==> src/mdio_pkg.sv <==
package mdio_pkg;
  // register byte offsets
  localparam logic [7:0] OFS_CTRL = 8'h00;
  localparam logic [7:0] OFS_CMD_RAW = 8'h04;
  localparam logic [7:0] OFS_LINK_RAW = 8'h08;
  localparam logic [7:0] OFS_LINK_STAT = 8'h0C;
  localparam logic [7:0] OFS_IRQ_STAT = 8'h10;
  localparam logic [7:0] OFS_IRQ_MASK = 8'h14;
  localparam logic [7:0] OFS_CMD0 = 8'h20;
  localparam logic [7:0] OFS_PHYSEL0 = 8'h24;
  localparam logic [7:0] OFS_CMD1 = 8'h28;
  // command register fields
  localparam int GO_BIT = 31;
  localparam int WR_BIT = 30;
  localparam int ACK_BIT = 29;
  localparam int REG_HI = 25;
  localparam int REG_LO = 21;
  localparam int PHY_HI = 20;
  localparam int PHY_LO = 16;
  localparam int DATA_HI = 15;
  // phy select fields
  localparam int LSEL_BIT = 7;
  localparam int LIEN_BIT = 6;
  localparam int MON_HI = 4;
  // interrupt status bits
  localparam int IRQ_LINK = 2;
  // reset values
  localparam logic [31:0] CMD_RST = 32'h00000000;
  localparam logic [7:0] PHYSEL_RST = 8'h00;
  // frame layout, in bit slots
  localparam logic [31:0] PREAMBLE = 32'hFFFFFFFF;
  localparam logic [1:0] ST_CODE = 2'h1;
  localparam logic [1:0] OP_WRITE = 2'h1;
  localparam logic [1:0] OP_READ = 2'h2;
  localparam logic [1:0] TA_WRITE = 2'h2;
  localparam logic [6:0] FRAME_BITS = 7'h40;
  localparam logic [6:0] RD_RELEASE = 7'h2E;
  localparam logic [6:0] TA_SAMPLE = 7'h30;
  // link polling of the monitored phy
  localparam logic [4:0] POLL_REG = 5'h01;
  localparam int LINK_BIT = 2;
  typedef enum logic [1:0] {
    ST_IDLE = 2'b00,
    ST_CMD0 = 2'b01,
    ST_CMD1 = 2'b10,
    ST_POLL = 2'b11
  } arb_state_t;
endpackage

==> src/mdio_frame_if.sv <==
`timescale 1ns/1ns
interface mdio_frame_if;
  logic start;
  logic wr;
  logic [4:0] phy;
  logic [4:0] regn;
  logic [15:0] wdata;
  logic busy;
  logic done;
  logic ack;
  logic [15:0] rdata;
  modport ctrl (output start, wr, phy, regn, wdata, input busy, done, ack, rdata);
  modport eng (input start, wr, phy, regn, wdata, output busy, done, ack, rdata);
endinterface

==> src/mdio_sync2.sv <==
`timescale 1ns/1ns
module mdio_sync2 (
  input wire logic clk_i,
  input wire logic rst_i,
  input wire logic [1:0] async_i,
  output logic [1:0] sync_o
);
  logic [1:0] meta_r;

  // two-stage synchroniser, first stage read only here
  always_ff @(posedge clk_i) begin
    if (rst_i) begin
      meta_r <= 2'h0;
      sync_o <= 2'h0;
    end else begin
      meta_r <= async_i;
      sync_o <= meta_r;
    end
  end
endmodule // mdio_sync2

==> src/mdio_shifter.sv <==
`timescale 1ns/1ns
module mdio_shifter
  import mdio_pkg::*;
(
  input wire logic clk_i,
  input wire logic rst_i,
  input wire logic mdc_s_i,
  input wire logic mdio_s_i,
  mdio_frame_if.eng frame,
  output logic mdio_o,
  output logic mdio_oe_n_o
);
  logic [63:0] sh_r;
  logic [6:0] cnt_r;
  logic busy_r, done_r, ack_r, rd_r, mdc_q_r, mdio_q_r;
  logic [15:0] rdata_r;

  // edges of the sampled management clock
  wire fall_w = mdc_q_r & ~mdc_s_i;
  wire rise_w = ~mdc_q_r & mdc_s_i;
  wire load_w = frame.start & ~busy_r;
  wire last_w = cnt_r == FRAME_BITS;
  wire [63:0] frame_w = {PREAMBLE, ST_CODE, frame.wr ? OP_WRITE : OP_READ, frame.phy, frame.regn,
                         frame.wr ? TA_WRITE : 2'h3, frame.wr ? frame.wdata : 16'hFFFF};

  assign frame.busy = busy_r;
  assign frame.done = done_r;
  assign frame.ack = ack_r;
  assign frame.rdata = rdata_r;

  // shift out on falling edge, sample on rising edge
  always_ff @(posedge clk_i) begin
    if (rst_i) begin
      sh_r <= 64'h0; cnt_r <= 7'h0; busy_r <= 1'b0; done_r <= 1'b0; rd_r <= 1'b0;
      ack_r <= 1'b0; rdata_r <= 16'h0; mdc_q_r <= 1'b0; mdio_o <= 1'b1; mdio_oe_n_o <= 1'b1;
      mdio_q_r <= 1'b1;
    end else begin
      mdc_q_r <= mdc_s_i;
      mdio_q_r <= mdio_s_i; // line level just before the clock edge, phy may change it right after
      done_r <= 1'b0;
      if (load_w) begin
        sh_r <= frame_w;
        cnt_r <= 7'h0;
        busy_r <= 1'b1;
        rd_r <= ~frame.wr;
        ack_r <= 1'b0;
      end else if (busy_r && fall_w && last_w) begin
        busy_r <= 1'b0;
        done_r <= 1'b1;
        mdio_oe_n_o <= 1'b1;
      end else if (busy_r && fall_w) begin
        mdio_o <= sh_r[63];
        sh_r <= {sh_r[62:0], 1'b1};
        mdio_oe_n_o <= rd_r && (cnt_r >= RD_RELEASE);
        cnt_r <= cnt_r + 7'h1;
      end else if (busy_r && rise_w && rd_r) begin
        if (cnt_r == TA_SAMPLE) ack_r <= ~mdio_q_r;
        if (cnt_r > TA_SAMPLE) rdata_r <= {rdata_r[14:0], mdio_q_r};
      end
    end
  end
endmodule // mdio_shifter

==> src/mdio_cmd_access.sv <==
`timescale 1ns/1ns
module mdio_cmd_access
  import mdio_pkg::*;
(
  input wire logic clk_i,
  input wire logic rst_i,
  input wire logic wb_cyc_i,
  input wire logic wb_stb_i,
  input wire logic wb_we_i,
  input wire logic [7:0] wb_adr_i,
  input wire logic [3:0] wb_sel_i,
  input wire logic [31:0] wb_dat_i,
  output logic [31:0] wb_dat_o,
  output logic wb_ack_o,
  input wire logic mdc_i,
  input wire logic mdio_i,
  output logic mdio_o,
  output logic mdio_oe_n_o,
  output logic irq_o
);
  mdio_frame_if frame ();

  logic [1:0] pin_s;
  logic en_r;
  logic [31:0] cmd_r [2];
  logic [31:0] cmd_nxt [2];
  logic [7:0] physel_r;
  logic [1:0] cmd_raw_r;
  logic link_raw_r;
  logic link_r;
  logic link_valid_r;
  logic [4:0] poll_phy_r;
  logic [2:0] irq_stat_r;
  logic [2:0] irq_stat_nxt;
  logic [2:0] irq_mask_r;
  arb_state_t state_r;
  arb_state_t state_nxt;
  logic start_r;
  logic start_nxt;

  // byte-lane merge of a write into a register
  function automatic logic [31:0] merge_bytes(input logic [31:0] old_v, input logic [31:0] new_v,
                                              input logic [3:0] sel);
    logic [31:0] res;
    res = old_v;
    for (int i = 0; i < 4; i++) begin
      if (sel[i]) res[8*i+:8] = new_v[8*i+:8];
    end
    return res;
  endfunction

  // pins cross into the clock domain
  mdio_sync2 u_sync (
    .clk_i(clk_i),
    .rst_i(rst_i),
    .async_i({mdc_i, mdio_i}),
    .sync_o(pin_s)
  );

  // frame serialiser
  mdio_shifter u_shift (
    .clk_i(clk_i),
    .rst_i(rst_i),
    .mdc_s_i(pin_s[1]),
    .mdio_s_i(pin_s[0]),
    .frame(frame),
    .mdio_o(mdio_o),
    .mdio_oe_n_o(mdio_oe_n_o)
  );

  // bus access decode
  logic wb_ack_r;
  wire acc_w = wb_cyc_i & wb_stb_i & ~wb_ack_r;
  wire wr_w = acc_w & wb_we_i;
  wire rd_w = acc_w & ~wb_we_i;
  wire [7:0] adr_w = {wb_adr_i[7:2], 2'b00};
  wire hit_ctrl = adr_w == OFS_CTRL;
  wire hit_cmd_raw = adr_w == OFS_CMD_RAW;
  wire hit_link_raw = adr_w == OFS_LINK_RAW;
  wire hit_link_stat = adr_w == OFS_LINK_STAT;
  wire hit_irq_stat = adr_w == OFS_IRQ_STAT;
  wire hit_irq_mask = adr_w == OFS_IRQ_MASK;
  wire hit_physel = adr_w == OFS_PHYSEL0;
  wire [1:0] hit_cmd = {adr_w == OFS_CMD1, adr_w == OFS_CMD0};
  wire [31:0] wmerge_w = merge_bytes(32'h0, wb_dat_i, wb_sel_i);

  // engine results
  wire done_w = frame.done;
  wire [1:0] cmd_done_w = {done_w & (state_r == ST_CMD1), done_w & (state_r == ST_CMD0)};
  wire poll_done_w = done_w & (state_r == ST_POLL);
  wire new_link_w = frame.ack & frame.rdata[LINK_BIT];
  wire poll_ok_w = poll_done_w & (poll_phy_r == physel_r[MON_HI:0]); // stale poll of an old phy ignored
  wire link_chg_w = poll_ok_w & link_valid_r & (new_link_w != link_r);
  wire [1:0] go_w = {cmd_r[1][GO_BIT], cmd_r[0][GO_BIT]};

  // fields handed to the serialiser
  wire is_cmd_w = (state_r == ST_CMD0) | (state_r == ST_CMD1);
  wire [31:0] cur_cmd_w = (state_r == ST_CMD1) ? cmd_r[1] : cmd_r[0];
  assign frame.start = start_r;
  assign frame.wr = is_cmd_w & cur_cmd_w[WR_BIT];
  assign frame.phy = is_cmd_w ? cur_cmd_w[PHY_HI:PHY_LO] : physel_r[MON_HI:0];
  assign frame.regn = is_cmd_w ? cur_cmd_w[REG_HI:REG_LO] : POLL_REG;
  assign frame.wdata = cur_cmd_w[DATA_HI:0];

  // command register next values
  always_comb begin
    logic [31:0] m;
    m = 32'h0;
    for (int i = 0; i < 2; i++) begin
      m = merge_bytes(cmd_r[i], wb_dat_i, wb_sel_i);
      cmd_nxt[i] = cmd_r[i];
      if (wr_w && hit_cmd[i] && !cmd_r[i][GO_BIT]) begin
        cmd_nxt[i] = {m[GO_BIT] & en_r, m[WR_BIT], cmd_r[i][ACK_BIT], 3'h0, m[REG_HI:0]};
      end
      if (cmd_done_w[i]) begin
        cmd_nxt[i][GO_BIT] = 1'b0;
        cmd_nxt[i][ACK_BIT] = ~cmd_r[i][WR_BIT] & frame.ack;
        if (!cmd_r[i][WR_BIT]) cmd_nxt[i][DATA_HI:0] = frame.rdata;
      end
    end
  end

  // one access at a time, user commands before link polling
  always_comb begin
    state_nxt = state_r;
    start_nxt = 1'b0;
    unique case (state_r)
      ST_IDLE: begin
        if (en_r && !frame.busy) begin
          start_nxt = 1'b1;
          if (go_w[0]) state_nxt = ST_CMD0;
          else if (go_w[1]) state_nxt = ST_CMD1;
          else state_nxt = ST_POLL;
        end
      end
      ST_CMD0, ST_CMD1, ST_POLL: begin
        if (done_w) state_nxt = ST_IDLE;
      end
    endcase
  end

  // sticky interrupt status, read clears, set wins
  wire [2:0] irq_set_w = {link_chg_w & physel_r[LIEN_BIT], cmd_done_w};
  assign irq_stat_nxt = ((rd_w && hit_irq_stat) ? 3'h0 : irq_stat_r) | irq_set_w;

  // register read mux
  wire [31:0] rdata_w =
    hit_ctrl ? {31'h0, en_r} :
    hit_cmd_raw ? {30'h0, cmd_raw_r} :
    hit_link_raw ? {31'h0, link_raw_r} :
    hit_link_stat ? {29'h0, frame.busy, link_valid_r, link_r} :
    hit_irq_stat ? {29'h0, irq_stat_r} :
    hit_irq_mask ? {29'h0, irq_mask_r} :
    hit_physel ? {24'h0, physel_r} :
    hit_cmd[0] ? cmd_r[0] :
    hit_cmd[1] ? cmd_r[1] : 32'h0;

  // bus slave, one wait state then ack
  always_ff @(posedge clk_i) begin
    if (rst_i) begin
      wb_ack_r <= 1'b0;
      wb_dat_o <= 32'h0;
    end else begin
      wb_ack_r <= acc_w;
      wb_dat_o <= rd_w ? rdata_w : 32'h0;
    end
  end
  assign wb_ack_o = wb_ack_r;

  // command registers and arbiter
  always_ff @(posedge clk_i) begin
    if (rst_i) begin
      cmd_r[0] <= CMD_RST;
      cmd_r[1] <= CMD_RST;
      state_r <= ST_IDLE;
      start_r <= 1'b0;
    end else begin
      cmd_r[0] <= cmd_nxt[0];
      cmd_r[1] <= cmd_nxt[1];
      state_r <= state_nxt;
      start_r <= start_nxt;
    end
  end

  // enable and phy select
  always_ff @(posedge clk_i) begin
    if (rst_i) begin
      en_r <= 1'b0;
      physel_r <= PHYSEL_RST;
    end else begin
      if (wr_w && hit_ctrl && wb_sel_i[0]) en_r <= wb_dat_i[0];
      if (wr_w && hit_physel && wb_sel_i[0]) begin
        physel_r <= {1'b0, wb_dat_i[LIEN_BIT], 1'b0, wb_dat_i[MON_HI:0]};
      end
    end
  end

  // raw event bits, write one clears, set wins
  always_ff @(posedge clk_i) begin
    if (rst_i) begin
      cmd_raw_r <= 2'h0;
      link_raw_r <= 1'b0;
    end else begin
      cmd_raw_r <= (cmd_raw_r & ~((wr_w && hit_cmd_raw) ? wmerge_w[1:0] : 2'h0)) | cmd_done_w;
      link_raw_r <= (link_raw_r & ~(wr_w & hit_link_raw & wmerge_w[0])) | link_chg_w;
    end
  end

  // tracked link state of the monitored phy
  always_ff @(posedge clk_i) begin
    if (rst_i) begin
      link_r <= 1'b0;
      link_valid_r <= 1'b0;
    end else if (wr_w && hit_physel && wb_sel_i[0]) begin
      link_valid_r <= 1'b0; // new phy, no false change
    end else if (poll_ok_w) begin
      link_r <= new_link_w;
      link_valid_r <= 1'b1;
    end
  end

  // phy addressed by the frame now running
  always_ff @(posedge clk_i) begin
    if (rst_i) begin
      poll_phy_r <= 5'h00;
    end else if (start_r) begin
      poll_phy_r <= frame.phy;
    end
  end

  // interrupt status, mask and output
  always_ff @(posedge clk_i) begin
    if (rst_i) begin
      irq_stat_r <= 3'h0;
      irq_mask_r <= 3'h0;
      irq_o <= 1'b0;
    end else begin
      irq_stat_r <= irq_stat_nxt;
      if (wr_w && hit_irq_mask && wb_sel_i[0]) irq_mask_r <= wb_dat_i[2:0];
      irq_o <= |(irq_stat_nxt & irq_mask_r);
    end
  end
endmodule // mdio_cmd_access

==> config.mk <==
export PLATFORM = sky130hd
export DESIGN_NAME = mdio_cmd_access
export DESIGN_NICKNAME = d
export VERILOG_FILES = /design/src/mdio_pkg.sv /design/src/mdio_frame_if.sv /design/src/mdio_sync2.sv /design/src/mdio_shifter.sv /design/src/mdio_cmd_access.sv
export SDC_FILE = /design/constraint.sdc
export NUM_CORES = 1
export LEC_CHECK = 0
export BUFFER_PORTS_ARGS = -buffer_cell sky130_fd_sc_hd__clkbuf_2
export CAP_MARGIN = 20
export CORE_AREA = 10 10 173 175
export CTS_CLUSTER_DIAMETER = 50
export DETAILED_ROUTE_END_ITERATION = 8
export DIE_AREA = 0 0 183 185
export GPL_ROUTABILITY_DRIVEN = 1
export PLACE_DENSITY = 0.57
export SLEW_MARGIN = 5
export SYNTH_ARGS = -nofsm -noshare
export SYNTH_HDL_FRONTEND = slang
export SYNTH_SLANG_ARGS = --single-unit
export TNS_END_PERCENT = 100
==> constraint.sdc <==
create_clock -name clk_i -period 2.89 [get_ports clk_i]
set_input_delay 0.289 -clock clk_i [delete_from_list [all_inputs] [get_ports clk_i]]
set_output_delay 0.289 -clock clk_i [all_outputs]
set_load 0.1 [all_outputs]
==> impl_metrics.ini, run 1 <==
[die]
dieArea_um2 = 33900
coreArea_um2 = 26600
die_h_um = 185
fp.dieW_um = 183
ios = 87
start_util = 0.342
row_count = 60

[setup_path]
cp_slowest_cell = dfxtp_1
startpoint = frame.start
r2r_cells = 5
path_buf_inv = 0
crit_type = reg -> reg
cpPeakStageDelay_ns = 0.56
timing.rr.end = u_shift.sh_r[28]
crit_family = simple AND/OR/NAND/NOR gates
rrSetupSlack_ns = 0.61
cp_max_fo = 16
worst_ep_arrival_time_ns = 2.76
path_cells = nor2b_2, nand3_1, nand2_1, o21ai_0, a21oi_1
worstReg2RegStart = frame.start
endpoint_kind = flop
worstSetupStartpointType = flop
cp.required_ns = 3.37

[sta]
setup_tns_ns = 0
tightest_slew_ns = 0.916
fin_skew_ns = 0.0106
max_freq_ghz = 0.438
drv_slew = 0
grt_setup_unrepaired = no
setup_viol = 0
fin_crit_ns = 2.28
slew_headroom = 0.389
hold_viol = 0
min_period_over_period = 0.790

[clocking]
cts.htree.levels = 1
cts_buffers = 29
clock-sinks = 214
clk_pin_slew_ns = 0.06
tritoncts = yes
postCtsSetupBuffers = 0
worstSkewPairLatency_ns = 0.54
root_buffer = clkbuf_16
clockBufferDepth = 3

[route]
antenna_left = 0
drcViolationCount = 0
wirelength_um = 24600
drtIter0Drc = 494
routed_via_density = 5.22
drtPass1Iterations = 5
avgRoutedWirePerCell_um = 16.6
vias = 7748

[cells_and_area]
area_growth_pct = 19.9
nNetsFinal = 1182
insertedDiodeCount = 0
layoutNonFillerInstCount = 1484
layout-drive-gt1-share = 0.151

[synth]
netlist-cell-type-count = 60
ys_seq_elements = 214
async_reset_ff_frac = 0
synth-main-ff-cell = dfxtp_1
avgSynthCellArea_um2 = 8.53
ys_seq_area_frac = 0.471
synth_cells = 1066
synth_edf_count = 0
syn_area_um2 = 9090
yosys_warnings = 0

[power_and_ir_drop]
total_leakage_power_nw = 4.06
peakVddDrop_v = 0.000414
p_per_area_nw_per_um2 = 672
finalPower_mw = 7.32

[placement]
port_buffers = 77
place.gp.congestion = 0.813
hpwl_um = 16300
dp_cells = 1422

[global_routing]
grt_pass1_vias = 7629
antenna_found_initial = 0
grt_max_degree = 62
grt_usage = 0.145
grt_pass1_wl_um = 40500
overflow = 0

[outcome]
status = completed

[worst_hold_path]
hold-path-endpoint = cmd_r[0][24]
holdPathStages = 3
holdCritStartpoint = wb_dat_i[24]
hold_path_class = in -> reg

[job]
cap_violations = 0
## layout by cell type, fill, tap and decap left out, types with 6 or more instances in the layout
cell | Yosys | routed
a22oi_1 | 26 | 26
nand2_1 | 46 | 46
clkbuf_8 | 0 | 7
dfxtp_1 | 214 | 214
a211oi_1 | 20 | 20
nor3_4 | 6 | 6
o21ai_0 | 20 | 20
nor4_1 | 35 | 35
a21oi_1 | 48 | 48
clkbuf_2 | 0 | 76
nand3_1 | 8 | 8
xor2_1 | 8 | 8
ha_1 | 7 | 7
nor2b_1 | 12 | 11
clkbuf_16 | 0 | 29
dlygate4sd3_1 | 0 | 12
nor3_1 | 147 | 146
mux2i_1 | 79 | 79
buf_4 | 3 | 21
inv_1 | 10 | 10
nor3b_1 | 6 | 6
nor2_1 | 213 | 211
## worst min-delay path, stage by stage
cell and delay (ns):
clkbuf_2 0.11, mux2i_1 0.07, nor2_1 0.07
## per-layer routing
| layer | track usage | share of wire | vias to the layer above |
|---|---|---|---|
| li1 | - | - | 3857 |
| met5 | 0 | 0 | - |
| met2 | 0.235 | 0.45 | 185 |
| met1 | 0.191 | 0.48 | 3668 |
| met4 | 0.0449 | 0.023 | 0 |
| met3 | 0.0261 | 0.052 | 38 |
## sequential cells by signal (all words and copies together) (netlist names), 2 cells and up
register             flops
u_shift.frame.rdata     16
poll_phy_r               5
physel_r                 6
u_sync.meta_r            2
u_shift.cnt_r            7
u_shift.sh_r            64
cmd_raw_r                2
u_sync.sync_o            2
irq_stat_r               3
cmd_r                   58
wb_dat_o                29
irq_mask_r               3
state_r                  2
## metrics by stage
step	hold slack, ns	setup slack (ns)	instance area (um2)	util
2_1_floorplan	0.389	0.680	9100	-
3_3_place_gp	0.423	0.545	9770	0.368
3_5_place_dp	0.430	0.544	9770	0.368
4_1_cts	0.0133	0.548	10900	0.410
5_1_grt	0.0325	0.330	10900	0.410
6_report	0.0361	0.606	10900	0.410
## area by class of cell
class | count | area (um2)
flip-flops and latches | 214 | 4280
multi-input cells | 759 | 4470
repair buffers | 110 | 678
clock inverters | 11 | 179
well taps | 341 | 427
inverters | 10 | 37.5
clock buffers | 39 | 833
fillers | 2703 | 15700
## cell families after synthesis
logic type                 count (synthesis)  synth area share
other                                      1          0.000412
buffers and inverters                     95            0.0422
adders and majority gates                  7           0.00963
DFF                                      214             0.471
and+or+nand+nor                          514             0.277
muxes                                     81            0.0894
AOI/OAI and AO/OA                        143            0.0999
xor gates and xnor gates                  11            0.0106
## cells in the mapped netlist, types with 2 or more instances
master	number	area share
nor2b_1	12	0.0083
o21ai_0	20	0.011
buf_4	3	0.0025
and2_0	2	0.0014
nor3b_1	6	0.0050
a31oi_1	2	0.0014
nand4_1	3	0.0021
mux2_2	2	0.0025
a221oi_1	2	0.0019
nand2_4	2	0.0025
o21a_1	4	0.0033
nor2_1	213	0.088
and3_1	3	0.0021
and2_1	3	0.0021
dfxtp_1	214	0.47
xnor2_1	3	0.0029
mux2i_1	79	0.087
nand2_1	46	0.019
buf_1	8	0.0033
nor3_4	6	0.011
ha_1	7	0.0096
clkbuf_1	61	0.025
nand2b_1	3	0.0021
or2_2	4	0.0028
nand3_1	8	0.0044
nor4_1	35	0.024
nand3b_1	2	0.0017
nor4b_1	2	0.0019
inv_1	10	0.0041
nor3_1	147	0.081
a31o_2	2	0.0019
a22oi_1	26	0.021
a2bb2oi_1	3	0.0029
nor3_2	2	0.0022
o22ai_1	5	0.0034
a211oi_1	20	0.017
o211ai_1	3	0.0025
xor2_1	8	0.0077
a21oi_1	48	0.026
buf_2	13	0.0072
and4_1	2	0.0019
or3_1	4	0.0028
## power by group
group / switching (mW) / internal (mW) / total [mW] / leakage (nW)
Clock: 1.35 / 2.37 / 3.72 / 0.496
Combinational: 0.387 / 0.224 / 0.611 / 1.84
Sequential: 0.0176 / 2.97 / 2.99 / 1.72
Total: 1.76 / 5.57 / 7.32 / 4.06
## how the worst max path moves through the flow
stage                                  end  cells after the start  slack, ns
after floorplan                physel_r[0]                      7       0.68
after global placement    u_shift.sh_r[28]                      5       0.54
after detailed placement  u_shift.sh_r[28]                      5       0.54
after CTS                 u_shift.sh_r[28]                      5       0.55
after global routing       u_shift.sh_r[4]                      6       0.33
final                     u_shift.sh_r[28]                      5       0.61
## timing repair
item	in CTS	in global routing
gates resized for setup	0	0
hold endpoints to repair	19	0
setup endpoints to repair	0	0
hold buffers	12	0
No activity file was read; power rests on OpenSTA's default activity.
==> run 2, diff against run 1 <==
--- a/config.mk
+++ b/config.mk
@@ -5,14 +5,15 @@
 export SDC_FILE = /design/constraint.sdc
 export NUM_CORES = 1
 export LEC_CHECK = 0
+export ABC_AREA = 1
 export BUFFER_PORTS_ARGS = -buffer_cell sky130_fd_sc_hd__clkbuf_2
 export CAP_MARGIN = 20
-export CORE_AREA = 10 10 173 175
+export CORE_AREA = 10 10 172 174
 export CTS_CLUSTER_DIAMETER = 50
 export DETAILED_ROUTE_END_ITERATION = 8
-export DIE_AREA = 0 0 183 185
+export DIE_AREA = 0 0 182 184
 export GPL_ROUTABILITY_DRIVEN = 1
-export PLACE_DENSITY = 0.57
+export PLACE_DENSITY = 0.59
 export SLEW_MARGIN = 5
 export SYNTH_ARGS = -nofsm -noshare
 export SYNTH_HDL_FRONTEND = slang
==> constraint.sdc (replaced) <==
create_clock -name clk_i -period 1.9 [get_ports clk_i]
set_input_delay 0.19 -clock clk_i [delete_from_list [all_inputs] [get_ports clk_i]]
set_output_delay 0.19 -clock clk_i [all_outputs]
set_load 0.1 [all_outputs]
==> run 2 against run 1 <==
Compared with the run above:
- global-route usage increased by 0.34 points
- sequential power increased by 52%
- clock-buffer cell count decreased by 8
- cell count increased by 6.6%
- synthesized area decreased by 0.69%
- non-clock buffer count increased by 41
- via count increased by 4.3%
- hold slack improved by 0.0015 ns
- sequential share of layout area decreased by 0.94 points
- wire length increased by 4.5%
- critical endpoint is now cmd_r[0][10]
- largest cell class is now registers
- highest routed layer unchanged
==> impl_metrics.ini, run 2 <==
[outcome]
status = completed

[sta]
grt_setup_unrepaired = yes
drv_slew = 0
hold_viol = 0
slew_headroom = 0.628
fin_skew_ns = 0.00933
setup_viol = 0
max_freq_ghz = 0.557
fin_crit_ns = 1.79
min_period_over_period = 0.944
tightest_slew_ns = 0.560
hold_ws_ns = 0.0375

[die]
coreArea_um2 = 25900
row_count = 59
fp.dieW_um = 182
start_util = 0.349
dieArea_um2 = 33500
ios = 87
die_h_um = 184

[cells_and_area]
area_growth_pct = 23.7
multiInputGateArea_um2 = 4090
final_core_util = 0.431
stdcell_area_um2 = 11200
largest_reg_flops = 64
regArea_um2 = 4290
largest-register = u_shift.sh_r
layoutNonFillerInstCount = 1582
top_regs = u_shift.sh_r: 64 flops, cmd_r: 58 flops, wb_dat_o: 29 flops
nNetsFinal = 1286
layout_commonest_cell = dfxtp_1
layout-drive-gt1-share = 0.229
insertedDiodeCount = 0
final_cell_mix = dfxtp_1 (213), nand2_1 (159), o21ai_0 (129), a21oi_1 (124)
fillerInstances = 2590

[synth]
netlist-cell-type-count = 47
async_reset_ff_frac = 0
ys_seq_elements = 214
syn_area_um2 = 9030
netlist_top_cells_count = dfxtp_1 (214), nand2_1 (162), o21ai_0 (138)
synth.largest_area_cell = dfxtp_1
avgSynthCellArea_um2 = 8.09
synth-main-ff-cell = dfxtp_1
synthTopCellsByArea = dfxtp_1 (47%), o21ai_0 (7.6%), a21oi_1 (6.9%), nand2_1 (6.7%), o221a_2 (5.0%)
synth_cells = 1116
yosysMostFrequentCell = dfxtp_1
ys_seq_area_frac = 0.474
synth_edf_count = 0
yosys_warnings = 0
synth_top_area_frac = 0.474

[setup_path]
crit_family = buffers and inverters
cp.required_ns = 2.31
cp_max_fo = 8
timing.critical_path.mode_cell = nand2_1
worst_ep_arrival_time_ns = 2.20
cpPeakStageDelay_ns = 0.53
path_buf_inv = 4
path_cells = dlygate4sd3_1, clkbuf_2, nand2_1, nor2_1, nand2_1, inv_1, nand3_2, inv_2, nand2_1, a21oi_1, nor2_1
endpoint_kind = flop
cp_num_cells = 11
crit_type = in -> reg
worstSetupStartpointType = primary input
cp_slowest_cell = dlygate4sd3_1
r2r_cells = 9

[global_routing]
grt_usage = 0.148
grt_pass1_wl_um = 41500
antenna_found_initial = 0
grt_max_degree = 63
grt_pass1_vias = 7728
overflow = 0

[placement]
dp_cells = 1515
port_buffers = 77
hpwl_um = 18000
place.gp.congestion = 0.871
place_area_um2 = 10000

[power_and_ir_drop]
p_sw_frac = 0.251
p_sw_mw = 2.80
peakVddDrop_v = 0.000703
seqPwrFrac = 0.407
power_frac_comb = 0.117
pwr-share-clk = 0.476
p_per_area_nw_per_um2 = 999
total_leakage_power_nw = 4.29
internal-power_mw = 8.36

[job]
cap_violations = 0

[route]
drtPass1Iterations = 5
antenna_left = 0
routed_via_density = 5.11
vias = 8084
drtIter0Drc = 681
avgRoutedWirePerCell_um = 16.2
drcViolationCount = 0
wirelength_um = 25700

[clocking]
cts.htree.levels = 1
worstSkewPairLatency_ns = 0.52
clockBufferDepth = 3
clk_pin_slew_ns = 0.06
tritoncts = yes
root_buffer = clkbuf_16
clock-sinks = 214
cts_buffers = 26

[worst_hold_path]
hold_path_class = in -> reg
holdPathStages = 3
[run 2: changes by cell type in the layout (fill, tap and decap cells not counted), sizes merged, moves of 10 or more]
cell,delta
a211oi,-18
a21oi,+76
buf,+33
inv,+80
mux2i,-78
nand2,+127
nand3,+29
nor2,-102
nor2b,-12
nor3,-147
nor4,-33
o211ai,+10
o21ai,+126
o221a,+40
[run 2: path summary, 6_finish.rpt]
path	startpoint	end	slack, ns
hold / removal	wb_dat_i[4]	physel_r[4]	0.04
hold reg to reg	u_sync.sync_o[0]	u_shift.mdio_q_r	0.40
setup reg to reg	state_r[0]	u_shift.sh_r[12]	0.11
setup / recovery	wb_stb_i	cmd_r[0][10]	0.11
[run 2: cell type report]
cell class | count | share of cell area
clock buffer | 31 | 0.0636
clock inverter | 16 | 0.0197
inverter | 95 | 0.0321
multi-input combinational | 740 | 0.366
sequential | 214 | 0.383
tap | 335 | 0.0375
timing repair buffer | 151 | 0.0974
[run 2: power by group through the flow]
stage | clock, mW | combinational, mW | sequential, mW
finish | 5.31 | 1.31 | 4.54
global placement | 0 | 1.24 | 4.64
CTS | 5.43 | 1.28 | 4.54
global route | 5.60 | 1.46 | 4.54
floorplan | 0 | 0.684 | 4.64
detailed placement | 0 | 1.23 | 4.64
[run 2: cell families (layout without fill, tap and decap cells)]
logic type / after synthesis / after routing / share of synthesized area
compound gates: 380 / 380 / 0.257
simple gates: 347 / 347 / 0.178
flops: 214 / 214 / 0.474
buf+inv: 164 / 293 / 0.0778
fa+ha+maj: 7 / 7 / 0.00970
xor+xnor: 2 / 2 / 0.00194
other cells: 1 / 3 / 0.000415
mux: 1 / 1 / 0.00111
[run 2: through the flow]
stage	power [mW]	setup TNS (ns)	setup slack (ns)
floorplan	5.33	0	0.197
global placement	5.88	-0.0269	-0.0249
detailed placement	5.87	-0.0885	-0.0630
CTS	11.2	0	0.0249
global route	11.6	-0.0636	-0.0264
finish	11.2	0	0.106
[run 2: timing repair]
action | 4_1_cts | 5_1_grt
pin swaps | 0 | 1
buffers inserted | 0 | 1
gates resized for setup | 3 | 17
hold buffers | 19 | 0
endpoints found under the setup margin | 4 | 75
endpoints found under the hold margin | 28 | 0
[run 2: tightest hold or removal path, stage by stage]
cell and delay, ns:
clkbuf_2 0.13, o21ai_0 0.10, a21oi_1 0.11
[run 2: per-layer routing]
metal | share of wire | GRT usage | vias up
li1 | - | - | 4064
met1 | 0.48 | 0.205 | 3758
met2 | 0.44 | 0.230 | 227
met3 | 0.061 | 0.0303 | 35
met4 | 0.016 | 0.0387 | 0
met5 | 0 | 0 | -
